### src/sfpi_pkg.sv
package sfpi_pkg;
  // buffer geometry
  localparam int BUF_DEPTH   = 32;          // entries in the sample buffer
  localparam int AXIS_W      = 16;          // bits per axis value
  localparam int INACT_MAX_S = 255;         // largest inactivity time in seconds
  // device register offsets on the link
  localparam logic [5:0] ADR_INACT_THR = 6'h25; // inactivity_threshold
  localparam logic [5:0] ADR_INACT_TIM = 6'h26; // inactivity_time
  localparam logic [5:0] ADR_PWR       = 6'h2D; // power_control
  localparam logic [5:0] ADR_IRQ_ENA   = 6'h2E; // irq_enable_mask
  localparam logic [5:0] ADR_IRQ_MAP   = 6'h2F; // irq_route
  localparam logic [5:0] ADR_IRQ_CAUSE = 6'h30; // irq_cause
  localparam logic [5:0] ADR_FMT       = 6'h31; // output_format
  localparam logic [5:0] ADR_DATA0     = 6'h32; // first sample byte
  localparam logic [5:0] ADR_DATA5     = 6'h37; // last sample byte
  localparam logic [5:0] ADR_BUF_CTL   = 6'h38; // buffer_control
  localparam logic [5:0] ADR_BUF_STAT  = 6'h39; // buffer_state
  // field positions
  localparam int PWR_LINK_BIT  = 5;         // activity/inactivity chaining
  localparam int PWR_AUTO_BIT  = 4;         // sleep on idle
  localparam int PWR_MEAS_BIT  = 3;         // sampling run
  localparam int PWR_SLEEP_BIT = 2;         // sleep state
  localparam int FMT_INV_BIT   = 5;         // pins active low
  localparam int BUF_MODE_LSB  = 6;         // mode field 7:6
  localparam int BUF_TSEL_BIT  = 5;         // trigger pin select
  localparam int BUF_WM_W      = 5;         // watermark field 4:0
  localparam int CAUSE_DRDY    = 7;         // data ready
  localparam int CAUSE_INACT   = 3;         // inactivity
  localparam int CAUSE_WM      = 1;         // watermark
  localparam int CAUSE_OVR     = 0;         // overrun
  localparam int STAT_TRIG_BIT = 7;         // trigger_seen_flag
  // buffer modes
  typedef enum logic [1:0] {
    MODE_BYPASS = 2'b00,
    MODE_FIFO   = 2'b01,
    MODE_STREAM = 2'b10,
    MODE_TRIG   = 2'b11
  } sfpi_mode_t;
  // timing
  localparam int CLK_PERIOD_NS = 10;        // system clock period
  localparam int GAP_NS        = 5000;      // least gap before buffer reads
  localparam int GAP_CYC       = (GAP_NS + CLK_PERIOD_NS - 1) / CLK_PERIOD_NS;
  localparam int LNK_HALF_CYC  = 16;        // link clock half period in cycles
  // host register offsets on wishbone
  localparam logic [4:0] WB_CMD   = 5'h00;  // command and write byte
  localparam logic [4:0] WB_RD_LO = 5'h04;  // read bytes 0..3
  localparam logic [4:0] WB_RD_HI = 5'h08;  // read bytes 4..7
  localparam logic [4:0] WB_STAT  = 5'h0C;  // busy flag
  localparam int CMD_WR_BIT   = 8;          // 1 = write
  localparam int CMD_LEN_LSB  = 10;         // burst length minus one, 3 bits
  localparam int CMD_DAT_LSB  = 16;         // write byte
  // accept a synchronised change once stages two and three agree
  function automatic logic [31:0] sfpi_agree(input logic [31:0] s2,
                                             input logic [31:0] s3,
                                             input logic [31:0] old);
    return (~(s2 ^ s3) & s2) | ((s2 ^ s3) & old);
  endfunction
endpackage

### src/sfpi_link_if.sv
`timescale 1ns/100ps
interface sfpi_link_if;
  logic       sck;       // link clock from host
  logic       cs_n;      // transfer frame, active low
  logic       wr;        // beat direction, 1 = write
  logic [5:0] addr;      // register address of the beat
  logic [7:0] wdata;     // write byte
  logic [7:0] rdata;     // read byte from device
  logic       irq_out_a; // first interrupt pin
  logic       irq_out_b; // second interrupt pin
  modport dev  (input sck, cs_n, wr, addr, wdata, output rdata, irq_out_a, irq_out_b);
  modport host (output sck, cs_n, wr, addr, wdata, input rdata, irq_out_a, irq_out_b);
endinterface

### src/sfpi_dev.sv
// Notes on behaviour
// idle plus sleep and chaining enters sleep
// clearing run bit stops taking samples
// standby keeps buffered samples untouched
// 32 entries, two-bit mode field selects
// bypass keeps buffer empty, discards samples
// fifo mode stops storing when full
// watermark set at level, held until below
// stream mode overwrites oldest when full
// trigger raises selected pin, sets seen flag
// trigger trims to last n, then fills
// host waits 5 us after trigger
// re-arm by bypass then trigger mode
// buffer read moves oldest sample out
// short read loses rest of sample
// read ends at 0x38 or frame end
// fast link: host drops select between reads
// pins active high, polarity bit inverts
// mask gates source, route picks pin
// host configures before enabling interrupts
// flags latch, cleared by data or cause read
// overrun on replaced data or full buffer
// data ready follows available samples
// inactivity after time below threshold
// one entry holds three 16-bit axes
//
// The Wishbone register port was left to the implementer.
`timescale 1ns/100ps
module sfpi_dev import sfpi_pkg::*; #(
  parameter int ODR_HZ = 100,                    // samples per second
  parameter int DEPTH  = BUF_DEPTH               // buffer entries
) (
  input  wire logic              SYS_CLK,        // system clock
  input  wire logic              RST,            // async reset, high
  input  wire logic              SMP_VALID,      // one-cycle new sample
  input  wire logic [AXIS_W-1:0] SMP_X,          // x axis value
  input  wire logic [AXIS_W-1:0] SMP_Y,          // y axis value
  input  wire logic [AXIS_W-1:0] SMP_Z,          // z axis value
  input  wire logic [7:0]        SMP_MAG,        // magnitude for inactivity
  input  wire logic              SMP_TRIG,       // one-cycle trigger event
  output logic                   MEASURING,      // sampling run bit
  output logic                   SLEEPING,       // sleep state bit
  sfpi_link_if.dev               LNK             // link to host
);
  localparam int SW = 17;                        // synchronised link bits
  localparam int AW = $clog2(DEPTH);             // pointer width
  localparam int CW = $clog2(DEPTH + 1);         // count width
  localparam int EW = 3 * AXIS_W;                // entry width
  localparam int IW = $clog2(INACT_MAX_S * ODR_HZ + 2);
  localparam logic [SW-1:0] SYNC_IDLE = 17'h0_8000; // idle link levels, select high
  logic [SW-1:0] s1_ff, s2_ff, s3_ff, flt_ff;    // three-stage pin sync
  logic [SW-1:0] nxt_flt;                        // agreed link levels
  logic [7:0]    thr_ff, tim_ff, pwr_ff;         // config registers
  logic [7:0]    ena_ff, map_ff, fmt_ff, bctl_ff;
  logic [7:0]    nxt_pwr;                        // power with sleep set
  logic [7:0]    rdata_ff, rd_byte;              // read path
  logic [7:0]    cause, stat;                    // assembled read bytes
  logic [EW-1:0] mem [DEPTH];                    // sample entries
  logic [EW-1:0] smp_ff;                         // data registers
  logic [AW-1:0] wp_ff, rp_ff;                   // buffer pointers
  logic [CW-1:0] cnt_ff;                         // stored entries
  logic [IW-1:0] icnt_ff;                        // samples below threshold
  logic          loaded_ff, rd_act_ff, trig_ff;  // data, read, trigger state
  logic          ovr_ff, wm_ff, inact_ff;        // latched flags
  logic          irq_a_ff, irq_b_ff;             // pin drivers

  // link decode on agreed levels
  assign nxt_flt = SW'(sfpi_agree(32'(s2_ff), 32'(s3_ff), 32'(flt_ff)));
  wire       f_sck   = nxt_flt[16];
  wire       f_cs_n  = nxt_flt[15];
  wire       f_wr    = nxt_flt[14];
  wire [5:0] f_addr  = nxt_flt[13:8];
  wire [7:0] f_wdata = nxt_flt[7:0];
  wire       beat    = f_sck & ~flt_ff[16] & ~f_cs_n;    // rising link clock
  wire       cs_rise = f_cs_n & ~flt_ff[15];
  wire       wr_beat = beat & f_wr;
  wire       rd_beat = beat & ~f_wr;
  wire       in_data = (f_addr >= ADR_DATA0) && (f_addr <= ADR_DATA5);
  wire       dat_rd  = rd_beat & in_data;
  wire       rd_end  = rd_act_ff & (cs_rise | (beat & ~in_data));
  wire       cause_rd = rd_beat & (f_addr == ADR_IRQ_CAUSE);

  // mode and measurement
  wire sfpi_mode_t mode = sfpi_mode_t'(bctl_ff[BUF_MODE_LSB +: 2]);
  wire [CW-1:0] wm    = CW'(bctl_ff[BUF_WM_W-1:0]);
  wire          meas  = pwr_ff[PWR_MEAS_BIT];
  wire          smp_ok = SMP_VALID & meas;
  wire          byp   = (mode == MODE_BYPASS);
  wire          strm  = (mode == MODE_STREAM) | ((mode == MODE_TRIG) & ~trig_ff);
  wire          full  = (cnt_ff == CW'(DEPTH));

  // buffer movement
  wire push = smp_ok & ~byp & (strm | ~full);
  wire pop  = ~byp & ~loaded_ff & (cnt_ff != '0) & ~rd_act_ff;
  wire ovwr = push & full & ~pop;
  wire [CW-1:0] cnt_pp = CW'(cnt_ff + CW'(push & ~ovwr) - CW'(pop));
  wire trig_evt = SMP_TRIG & meas & (mode == MODE_TRIG) & ~trig_ff;
  wire [CW-1:0] drop = (trig_evt && (cnt_pp > wm)) ? CW'(cnt_pp - wm) : '0;
  wire byp_ld = byp & smp_ok;                                          // bypass load
  wire ovr_evt = byp ? (smp_ok & loaded_ff)
                     : (smp_ok & (cnt_pp == CW'(DEPTH)));
  wire drdy = loaded_ff | (cnt_ff != '0);

  // inactivity timing in sample periods
  wire [IW-1:0] ilim   = IW'(32'(tim_ff) * ODR_HZ);
  wire          quiet  = (SMP_MAG <= thr_ff);
  wire          i_evt  = smp_ok & quiet & (icnt_ff == ilim);
  wire          go_slp = i_evt & pwr_ff[PWR_AUTO_BIT] & pwr_ff[PWR_LINK_BIT];

  // interrupt gating and routing
  wire [7:0] src = cause & ena_ff;
  wire pin_a = (|(src & ~map_ff)) | (trig_ff & ~bctl_ff[BUF_TSEL_BIT]);
  wire pin_b = (|(src & map_ff)) | (trig_ff & bctl_ff[BUF_TSEL_BIT]);

  // assemble status bytes
  always_comb begin
    cause = '0;
    cause[CAUSE_DRDY]  = drdy;
    cause[CAUSE_INACT] = inact_ff;
    cause[CAUSE_WM]    = wm_ff;
    cause[CAUSE_OVR]   = ovr_ff;
    stat = '0;
    stat[STAT_TRIG_BIT] = trig_ff;
    stat[CW-1:0] = cnt_ff;
  end

  // register read mux
  always_comb begin
    case (f_addr)
      ADR_INACT_THR: rd_byte = thr_ff;
      ADR_INACT_TIM: rd_byte = tim_ff;
      ADR_PWR:       rd_byte = pwr_ff;
      ADR_IRQ_ENA:   rd_byte = ena_ff;
      ADR_IRQ_MAP:   rd_byte = map_ff;
      ADR_IRQ_CAUSE: rd_byte = cause;
      ADR_FMT:       rd_byte = fmt_ff;
      ADR_BUF_CTL:   rd_byte = bctl_ff;
      ADR_BUF_STAT:  rd_byte = stat;
      default: begin
        if (in_data) begin
          rd_byte = smp_ff[8 * 32'(f_addr - ADR_DATA0) +: 8];
        end else begin
          rd_byte = '0;                        // unmapped reads zero
        end
      end
    endcase
  end

  // sleep set by hardware wins over a write
  always_comb begin
    nxt_pwr = (wr_beat && f_addr == ADR_PWR) ? f_wdata : pwr_ff;
    if (go_slp) begin
      nxt_pwr[PWR_SLEEP_BIT] = 1'b1;
    end
  end

  // link input synchroniser
  always_ff @(posedge SYS_CLK or posedge RST) begin
    if (RST) begin
      s1_ff  <= SYNC_IDLE;                    // no false select edge after reset
      s2_ff  <= SYNC_IDLE;
      s3_ff  <= SYNC_IDLE;
      flt_ff <= SYNC_IDLE;
    end else begin
      s1_ff  <= {LNK.sck, LNK.cs_n, LNK.wr, LNK.addr, LNK.wdata};
      s2_ff  <= s1_ff;
      s3_ff  <= s2_ff;
      flt_ff <= nxt_flt;
    end
  end

  // configuration registers written from the link
  always_ff @(posedge SYS_CLK or posedge RST) begin
    if (RST) begin
      thr_ff  <= '0;
      tim_ff  <= '0;
      pwr_ff  <= '0;
      ena_ff  <= '0;
      map_ff  <= '0;
      fmt_ff  <= '0;
      bctl_ff <= '0;
    end else begin
      pwr_ff <= nxt_pwr;
      if (wr_beat) begin
        case (f_addr)
          ADR_INACT_THR: thr_ff  <= f_wdata;
          ADR_INACT_TIM: tim_ff  <= f_wdata;
          ADR_IRQ_ENA:   ena_ff  <= f_wdata;
          ADR_IRQ_MAP:   map_ff  <= f_wdata;
          ADR_FMT:       fmt_ff  <= f_wdata;
          ADR_BUF_CTL:   bctl_ff <= f_wdata;
          default:       ;                    // power, read-only or unmapped
        endcase
      end
    end
  end

  // sample storage, no reset needed
  always_ff @(posedge SYS_CLK) begin
    if (push) begin
      mem[wp_ff] <= {SMP_Z, SMP_Y, SMP_X};
    end
  end

  // pointers and count; bypass flushes
  always_ff @(posedge SYS_CLK or posedge RST) begin
    if (RST) begin
      wp_ff  <= '0;
      rp_ff  <= '0;
      cnt_ff <= '0;
    end else begin
      wp_ff  <= push ? AW'(wp_ff + 1'b1) : wp_ff;
      rp_ff  <= byp ? wp_ff : AW'(rp_ff + AW'(pop) + AW'(ovwr) + AW'(drop));
      cnt_ff <= byp ? '0 : CW'(cnt_pp - drop);
    end
  end

  // data registers and read tracking
  always_ff @(posedge SYS_CLK or posedge RST) begin
    if (RST) begin
      smp_ff    <= '0;
      loaded_ff <= 1'b0;
      rd_act_ff <= 1'b0;
      rdata_ff  <= '0;
    end else begin
      if (byp_ld) begin
        smp_ff <= {SMP_Z, SMP_Y, SMP_X};
      end else if (pop) begin
        smp_ff <= mem[rp_ff];
      end
      loaded_ff <= byp_ld | pop | (loaded_ff & ~rd_end);
      rd_act_ff <= dat_rd | (rd_act_ff & ~rd_end);
      if (rd_beat) begin
        rdata_ff <= rd_byte;
      end
    end
  end

  // latched flags, a set beats a clear
  always_ff @(posedge SYS_CLK or posedge RST) begin
    if (RST) begin
      trig_ff  <= 1'b0;
      ovr_ff   <= 1'b0;
      wm_ff    <= 1'b0;
      inact_ff <= 1'b0;
      icnt_ff  <= '0;
    end else begin
      trig_ff  <= ~byp & (trig_ff | trig_evt);
      ovr_ff   <= ovr_evt | (ovr_ff & ~rd_end);
      wm_ff    <= (cnt_ff == wm) | (wm_ff & (cnt_ff > wm));
      inact_ff <= i_evt | (inact_ff & ~cause_rd);
      if (!meas || (smp_ok && !quiet)) begin
        icnt_ff <= '0;
      end else if (smp_ok && icnt_ff <= ilim) begin
        icnt_ff <= IW'(icnt_ff + 1'b1);
      end
    end
  end

  // interrupt pins with polarity
  always_ff @(posedge SYS_CLK or posedge RST) begin
    if (RST) begin
      irq_a_ff <= 1'b0;
      irq_b_ff <= 1'b0;
    end else begin
      irq_a_ff <= pin_a ^ fmt_ff[FMT_INV_BIT];
      irq_b_ff <= pin_b ^ fmt_ff[FMT_INV_BIT];
    end
  end

  assign LNK.rdata     = rdata_ff;
  assign LNK.irq_out_a = irq_a_ff;
  assign LNK.irq_out_b = irq_b_ff;
  assign MEASURING     = pwr_ff[PWR_MEAS_BIT];
  assign SLEEPING      = pwr_ff[PWR_SLEEP_BIT];

endmodule // sfpi_dev

### src/flat_wrapper.sv
// flat-port wrapper written by rule: the top's interface ports become plain ports
module sfpi_dev_flat import sfpi_pkg::*;
#(
  parameter int ODR_HZ = 100,                                         
  parameter int DEPTH  = BUF_DEPTH                                
)
  (SYS_CLK, RST, SMP_VALID, SMP_X, SMP_Y, SMP_Z, SMP_MAG, SMP_TRIG, MEASURING, SLEEPING, LNK_sck, LNK_cs_n, LNK_wr, LNK_addr, LNK_wdata, LNK_rdata, LNK_irq_out_a, LNK_irq_out_b);
  sfpi_link_if LNK_i ();
  input  wire logic SYS_CLK;
  input  wire logic RST;
  input  wire logic SMP_VALID;
  input  wire logic [AXIS_W-1:0] SMP_X;
  input  wire logic [AXIS_W-1:0] SMP_Y;
  input  wire logic [AXIS_W-1:0] SMP_Z;
  input  wire logic [7:0] SMP_MAG;
  input  wire logic SMP_TRIG;
  output logic MEASURING;
  output logic SLEEPING;
  input wire logic [$bits(LNK_i.sck)-1:0] LNK_sck;
  input wire logic [$bits(LNK_i.cs_n)-1:0] LNK_cs_n;
  input wire logic [$bits(LNK_i.wr)-1:0] LNK_wr;
  input wire logic [$bits(LNK_i.addr)-1:0] LNK_addr;
  input wire logic [$bits(LNK_i.wdata)-1:0] LNK_wdata;
  output wire logic [$bits(LNK_i.rdata)-1:0] LNK_rdata;
  output wire logic [$bits(LNK_i.irq_out_a)-1:0] LNK_irq_out_a;
  output wire logic [$bits(LNK_i.irq_out_b)-1:0] LNK_irq_out_b;
  assign LNK_i.sck = LNK_sck;
  assign LNK_i.cs_n = LNK_cs_n;
  assign LNK_i.wr = LNK_wr;
  assign LNK_i.addr = LNK_addr;
  assign LNK_i.wdata = LNK_wdata;
  assign LNK_rdata = LNK_i.rdata;
  assign LNK_irq_out_a = LNK_i.irq_out_a;
  assign LNK_irq_out_b = LNK_i.irq_out_b;
  sfpi_dev #(.ODR_HZ(ODR_HZ), .DEPTH(DEPTH)) u_core (.SYS_CLK(SYS_CLK), .RST(RST), .SMP_VALID(SMP_VALID), .SMP_X(SMP_X), .SMP_Y(SMP_Y), .SMP_Z(SMP_Z), .SMP_MAG(SMP_MAG), .SMP_TRIG(SMP_TRIG), .MEASURING(MEASURING), .SLEEPING(SLEEPING), .LNK(LNK_i));
endmodule
### config.mk
export PLATFORM = sky130hd
export DESIGN_NAME = sfpi_dev_flat
export DESIGN_NICKNAME = d
export VERILOG_FILES = /design/src/sfpi_pkg.sv /design/src/sfpi_link_if.sv /design/src/sfpi_dev.sv /design/src/flat_wrapper.sv
export SDC_FILE = /design/constraint.sdc
export NUM_CORES = 2
export LEC_CHECK = 0
export BUFFER_PORTS_ARGS = -buffer_cell sky130_fd_sc_hd__buf_2
export CORE_MARGIN = 10
export CORE_UTILIZATION = 55
export CTS_BUF_LIST = sky130_fd_sc_hd__clkbuf_8 sky130_fd_sc_hd__clkbuf_16
export CTS_CLUSTER_DIAMETER = 150
export DETAILED_ROUTE_END_ITERATION = 16
export PLACE_DENSITY_LB_ADDON = 0.1
export SLEW_MARGIN = 10
export SYNTH_ARGS = -nofsm -noshare
export SYNTH_HDL_FRONTEND = slang
export SYNTH_SLANG_ARGS = --single-unit
### constraint.sdc
create_clock -name SYS_CLK -period 11.2 [get_ports SYS_CLK]
set_input_delay 0.56 -clock SYS_CLK [delete_from_list [all_inputs] [get_ports SYS_CLK]]
set_output_delay 0.56 -clock SYS_CLK [all_outputs]
set_load 0.01 [all_outputs]
==> summary.txt <==
Run status
  – Status: completed

GRT
  – Largest net degree at the start of global routing: 152
  – GRT Overall Usage: 0.252
  – First-pass GRT wire length: ~260 mm
  – Vias in the first global route: 35700
  – GRT overflow: 0
  – Initial antenna violation count: 13

Placed design
  – Placed Cells: a little under 5000
  – Placed instance area: approximately 72000 sq um
  – PortBufs: slightly below 90
  – Dpl hpwl: 90.5 mm
  – Placer Congestion: roughly 0.9

Drt
  – First DRT Iteration DRCs: 4082
  – Routed wire length: about 180 mm
  – Detail Route Antenna Nets: 0
  – Wire length per cell: 33.1 microns
  – Via count: 34500
  – Vias per inst: 6.50
  – DRC viols: 0
  – Drt pass-1 iters: 6

Logic synthesis
  – Cell with the most instances after synthesis: edfxtp_1
  – Simple-gate share of the synthesized area: 0.0240
  – Share of the synthesized area in the top cell type: 0.667
  – Mapped cell area: between 60000 and 70000 sq um
  – Main synth FF type: edfxtp_1
  – Area share of fa/ha/maj cells after synthesis: 0.0191
  – Synth top area cells: edfxtp_1, mux4_2, dfrtp_1
  – Seq/Total Area, Yosys: 0.746
  – Synth Register Bits: 1755
  – Largest family of logic cells by synthesized area: multiplexers
  – Xor/xnor cell area share of the yosys netlist: 0.00317
  – Area leader, netlist: edfxtp_1
  – Post-Syn Instances: between 3000 and 4000
  – Synth async-reset ratio: 0.125
  – Avg Inst Size Synth: 20.9 sq um
  – Yosys cell types: 76
  – Synth Area in Compound Gates: 0.0290
  – Synth cell count leaders: edfxtp_1, mux4_2, dfrtp_1
  – Mux cell area share after synthesis: 0.165
  – Mapped Nets: about 3500
  – Yosys Warn Count: 0
  – Number of enable flip-flop cells after synthesis: about 1500

Clock tree
  – Clock Latency Late Sink: around 0.8 ns
  – Clock Root Buffer: clkbuf_16
  – Max clock buf depth: 3
  – Cts repair resizes: 0
  – Clk sinks: 1755
  – Inserted Clock Buffers: between 150 and 200
  – Setup bufs post-CTS: 0
  – CTS tree: yes
  – H-tree levels: 4
  – Clk slew on worst S/H paths: around 0.06 ns

Timing
  – Slew HR: 0.124
  – Hold WS: between 0.15 and 0.2 ns
  – Setup TNS: 0 ns
  – RSZ-0062 raised after global routing: false
  – Pins over their slew limit: 0
  – Setup violators final: 0
  – Min cycle time layout: ~7 ns
  – Final cycle utilization of the critical path: 0.614
  – Final hold violation count: 0
  – Max Clock Freq: approximately 0.15 GHz
  – Clock skew: just under 0.04 ns
  – Worst slew pin tran: 1.30 ns

Power
  – Total power: approximately 13 mW
  – Pwr/cell area: between 150 and 200 nW/um^2
  – Sw Share: 0.214
  – Comb pwr share: 0.042
  – Register share of total power: 0.539
  – Sw power: a little under 3 mW
  – Cell Int Power: between 10 and 15 mW
  – Leak Pwr: between 20 and 30 nW
  – Max VDD drop: 0.137 mV
  – Clk pwr share: 0.419

Die
  – Starting Density: 0.552
  – Die Area: 140000 sq um
  – Core Box Area: roughly 130000 sq um
  – Die height: between 300 and 400 microns
  – Row count: 130
  – IO Pins: between 80 and 90
  – Die W: around 370 microns

Worst setup path
  – Most common cell on crit path: inv_1
  – Crit path DAT: between 7 and 8 ns
  – CP max stage cell: or4_1
  – Startpoint Class: register
  – CP max FO: 9
  – Req. time, crit path: 11.86 ns
  – Critical path's largest stage delay: 0.76 ns
  – CP Capture Type: register
  – R2R setup slack: between 4 and 5 ns
  – Setup CP Type: register to register

Finish
  – Area taken by flip-flops and latches: 51600 sq um
  – Total Nets Final: approximately 3700
  – Multi-input logic area: around 17000 sq um
  – Layout Cells excl Fill: about 5300
  – Share of layout cells above drive strength 1: 0.263
  – Fill count: roughly 8700
  – Area Overhead vs Synth: 12.2%
  – Fin area: slightly below 80000 sq um

Job
  – Max_cap viols: 0

Hold path
  – Worst Hold Class: primary input to register
==> cell families after synthesis <==
kind of cell,after synthesis
AO/OA/AOI/OAI,312
XOR/XNOR,25
adder cells (fa/ha/maj),102
buffers and inverters,232
flip-flops,1755
multiplexers,525
AND/OR/NAND/NOR,357
==> final cells by class <==
type,instances,area share
sequential,1755,0.665
multi-input combinational,1321,0.217
clock buffer,194,0.0600
tap,1650,0.0266
timing repair buffer,165,0.0144
clock inverter,136,0.0125
inverter,76,0.00377
antenna,4,0.000129
==> critical path, delay by kind of cell, from the launching register on <==
kind	cells	cell delay [ns]
fa+ha+maj	8	2.58
compound gates	8	1.23
simple gates	5	1.20
buf+inv	7	0.70
xor+xnor	3	0.65
flops	1	0.41
==> routing by layer <==
metal	GRT usage	part of all wire
met3	0.0563	0.082
met2	0.405	0.49
met1	0.349	0.40
met4	0.0706	0.025
met5	0	0.00042
==> state kept, by name, indices dropped and copies added (netlist names), 5 cells and up <==
register	flops
u_core.s2_ff	17
u_core.s1_ff	17
u_core.thr_ff	8
u_core.pwr_ff	8
u_core.bctl_ff	8
u_core.icnt_ff	15
u_core.tim_ff	8
u_core.LNK.rdata	8
u_core.mem	1536
u_core.smp_ff	48
u_core.flt_ff	17
u_core.rp_ff	5
u_core.fmt_ff	8
u_core.map_ff	8
u_core.s3_ff	17
u_core.wp_ff	5
u_core.cnt_ff	6
u_core.ena_ff	8
==> metrics by stage <==
step / setup slack, ns / utilization
after floorplan: 4.65 / -
after global placement: 4.29 / 0.573
after detailed placement: 4.33 / 0.573
after CTS: 4.28 / 0.619
after global routing: 3.80 / 0.619
final: 4.32 / 0.619
==> cells in the final DEF, fill, tap and decap left out, types with 10 or more instances in the layout <==
cell           synthesis  routed
a22oi_1               11      11
a21o_1                17      17
nor2_1               106      71
clkbuf_8               0      18
nand2_1              133     132
xor2_1                11      11
dlygate4sd3_1          0      18
a21oi_1               39      39
mux4_2               488     488
o21ai_1               16      17
nor2_4                 0      34
clkinv_1               0      21
o21ai_0               83      82
or3_1                 21      21
buf_4                  0      55
clkbuf_16              0     176
nor3_1                12      12
edfxtp_1            1536    1536
inv_1                 74     130
buf_2                 47      88
clkinv_2               0      32
ha_1                  87      87
o22ai_1               63      63
a31oi_1               11      11
a222oi_1              17      17
dfrtp_1              215     211
xnor2_1               14      14
mux2_2                10      10
nand3_1               23      22
mux2i_1               20      20
==> power by group through the flow <==
| stage | sequential (mW) | combinational, mW | clock (mW) |
|---|---|---|---|
| 4_1_cts | 7.27 | 0.568 | 5.74 |
| 6_report | 7.27 | 0.561 | 5.66 |
| 2_1_floorplan | 7.35 | 0.351 | 0 |
| 3_5_place_dp | 7.41 | 0.561 | 0 |
| 3_3_place_gp | 7.40 | 0.546 | 0 |
| 5_1_grt | 7.27 | 0.612 | 6.01 |
==> what timing repair did <==
action | in CTS | in global routing
hold buffers | 18 | 0
endpoints found under the hold margin | 86 | 0
endpoints found under the setup margin | 0 | 0
==> path summary, 6_finish.rpt <==
kind | startpoint | end | depth (start not counted)
setup / recovery | u_core.cnt_ff[2]$_DFF_PP0_ | u_core.rp_ff[4]$_DFF_PP0_ | 31
hold / removal | SMP_TRIG | u_core.trig_ff$_DFF_PP0_ | 3
setup reg to reg | u_core.cnt_ff[2]$_DFF_PP0_ | u_core.rp_ff[4]$_DFF_PP0_ | 31
hold reg to reg | u_core.s1_ff[1]$_DFF_PP0_ | u_core.s2_ff[1]$_DFF_PP0_ | 0
max in group asynchronous | RST | u_core.s3_ff[8]$_DFF_PP0_ | 5
min in group asynchronous | RST | u_core.smp_ff[10]$_DFFE_PP0P_ | 3
Note: power is estimated with default switching activity, not from simulation.
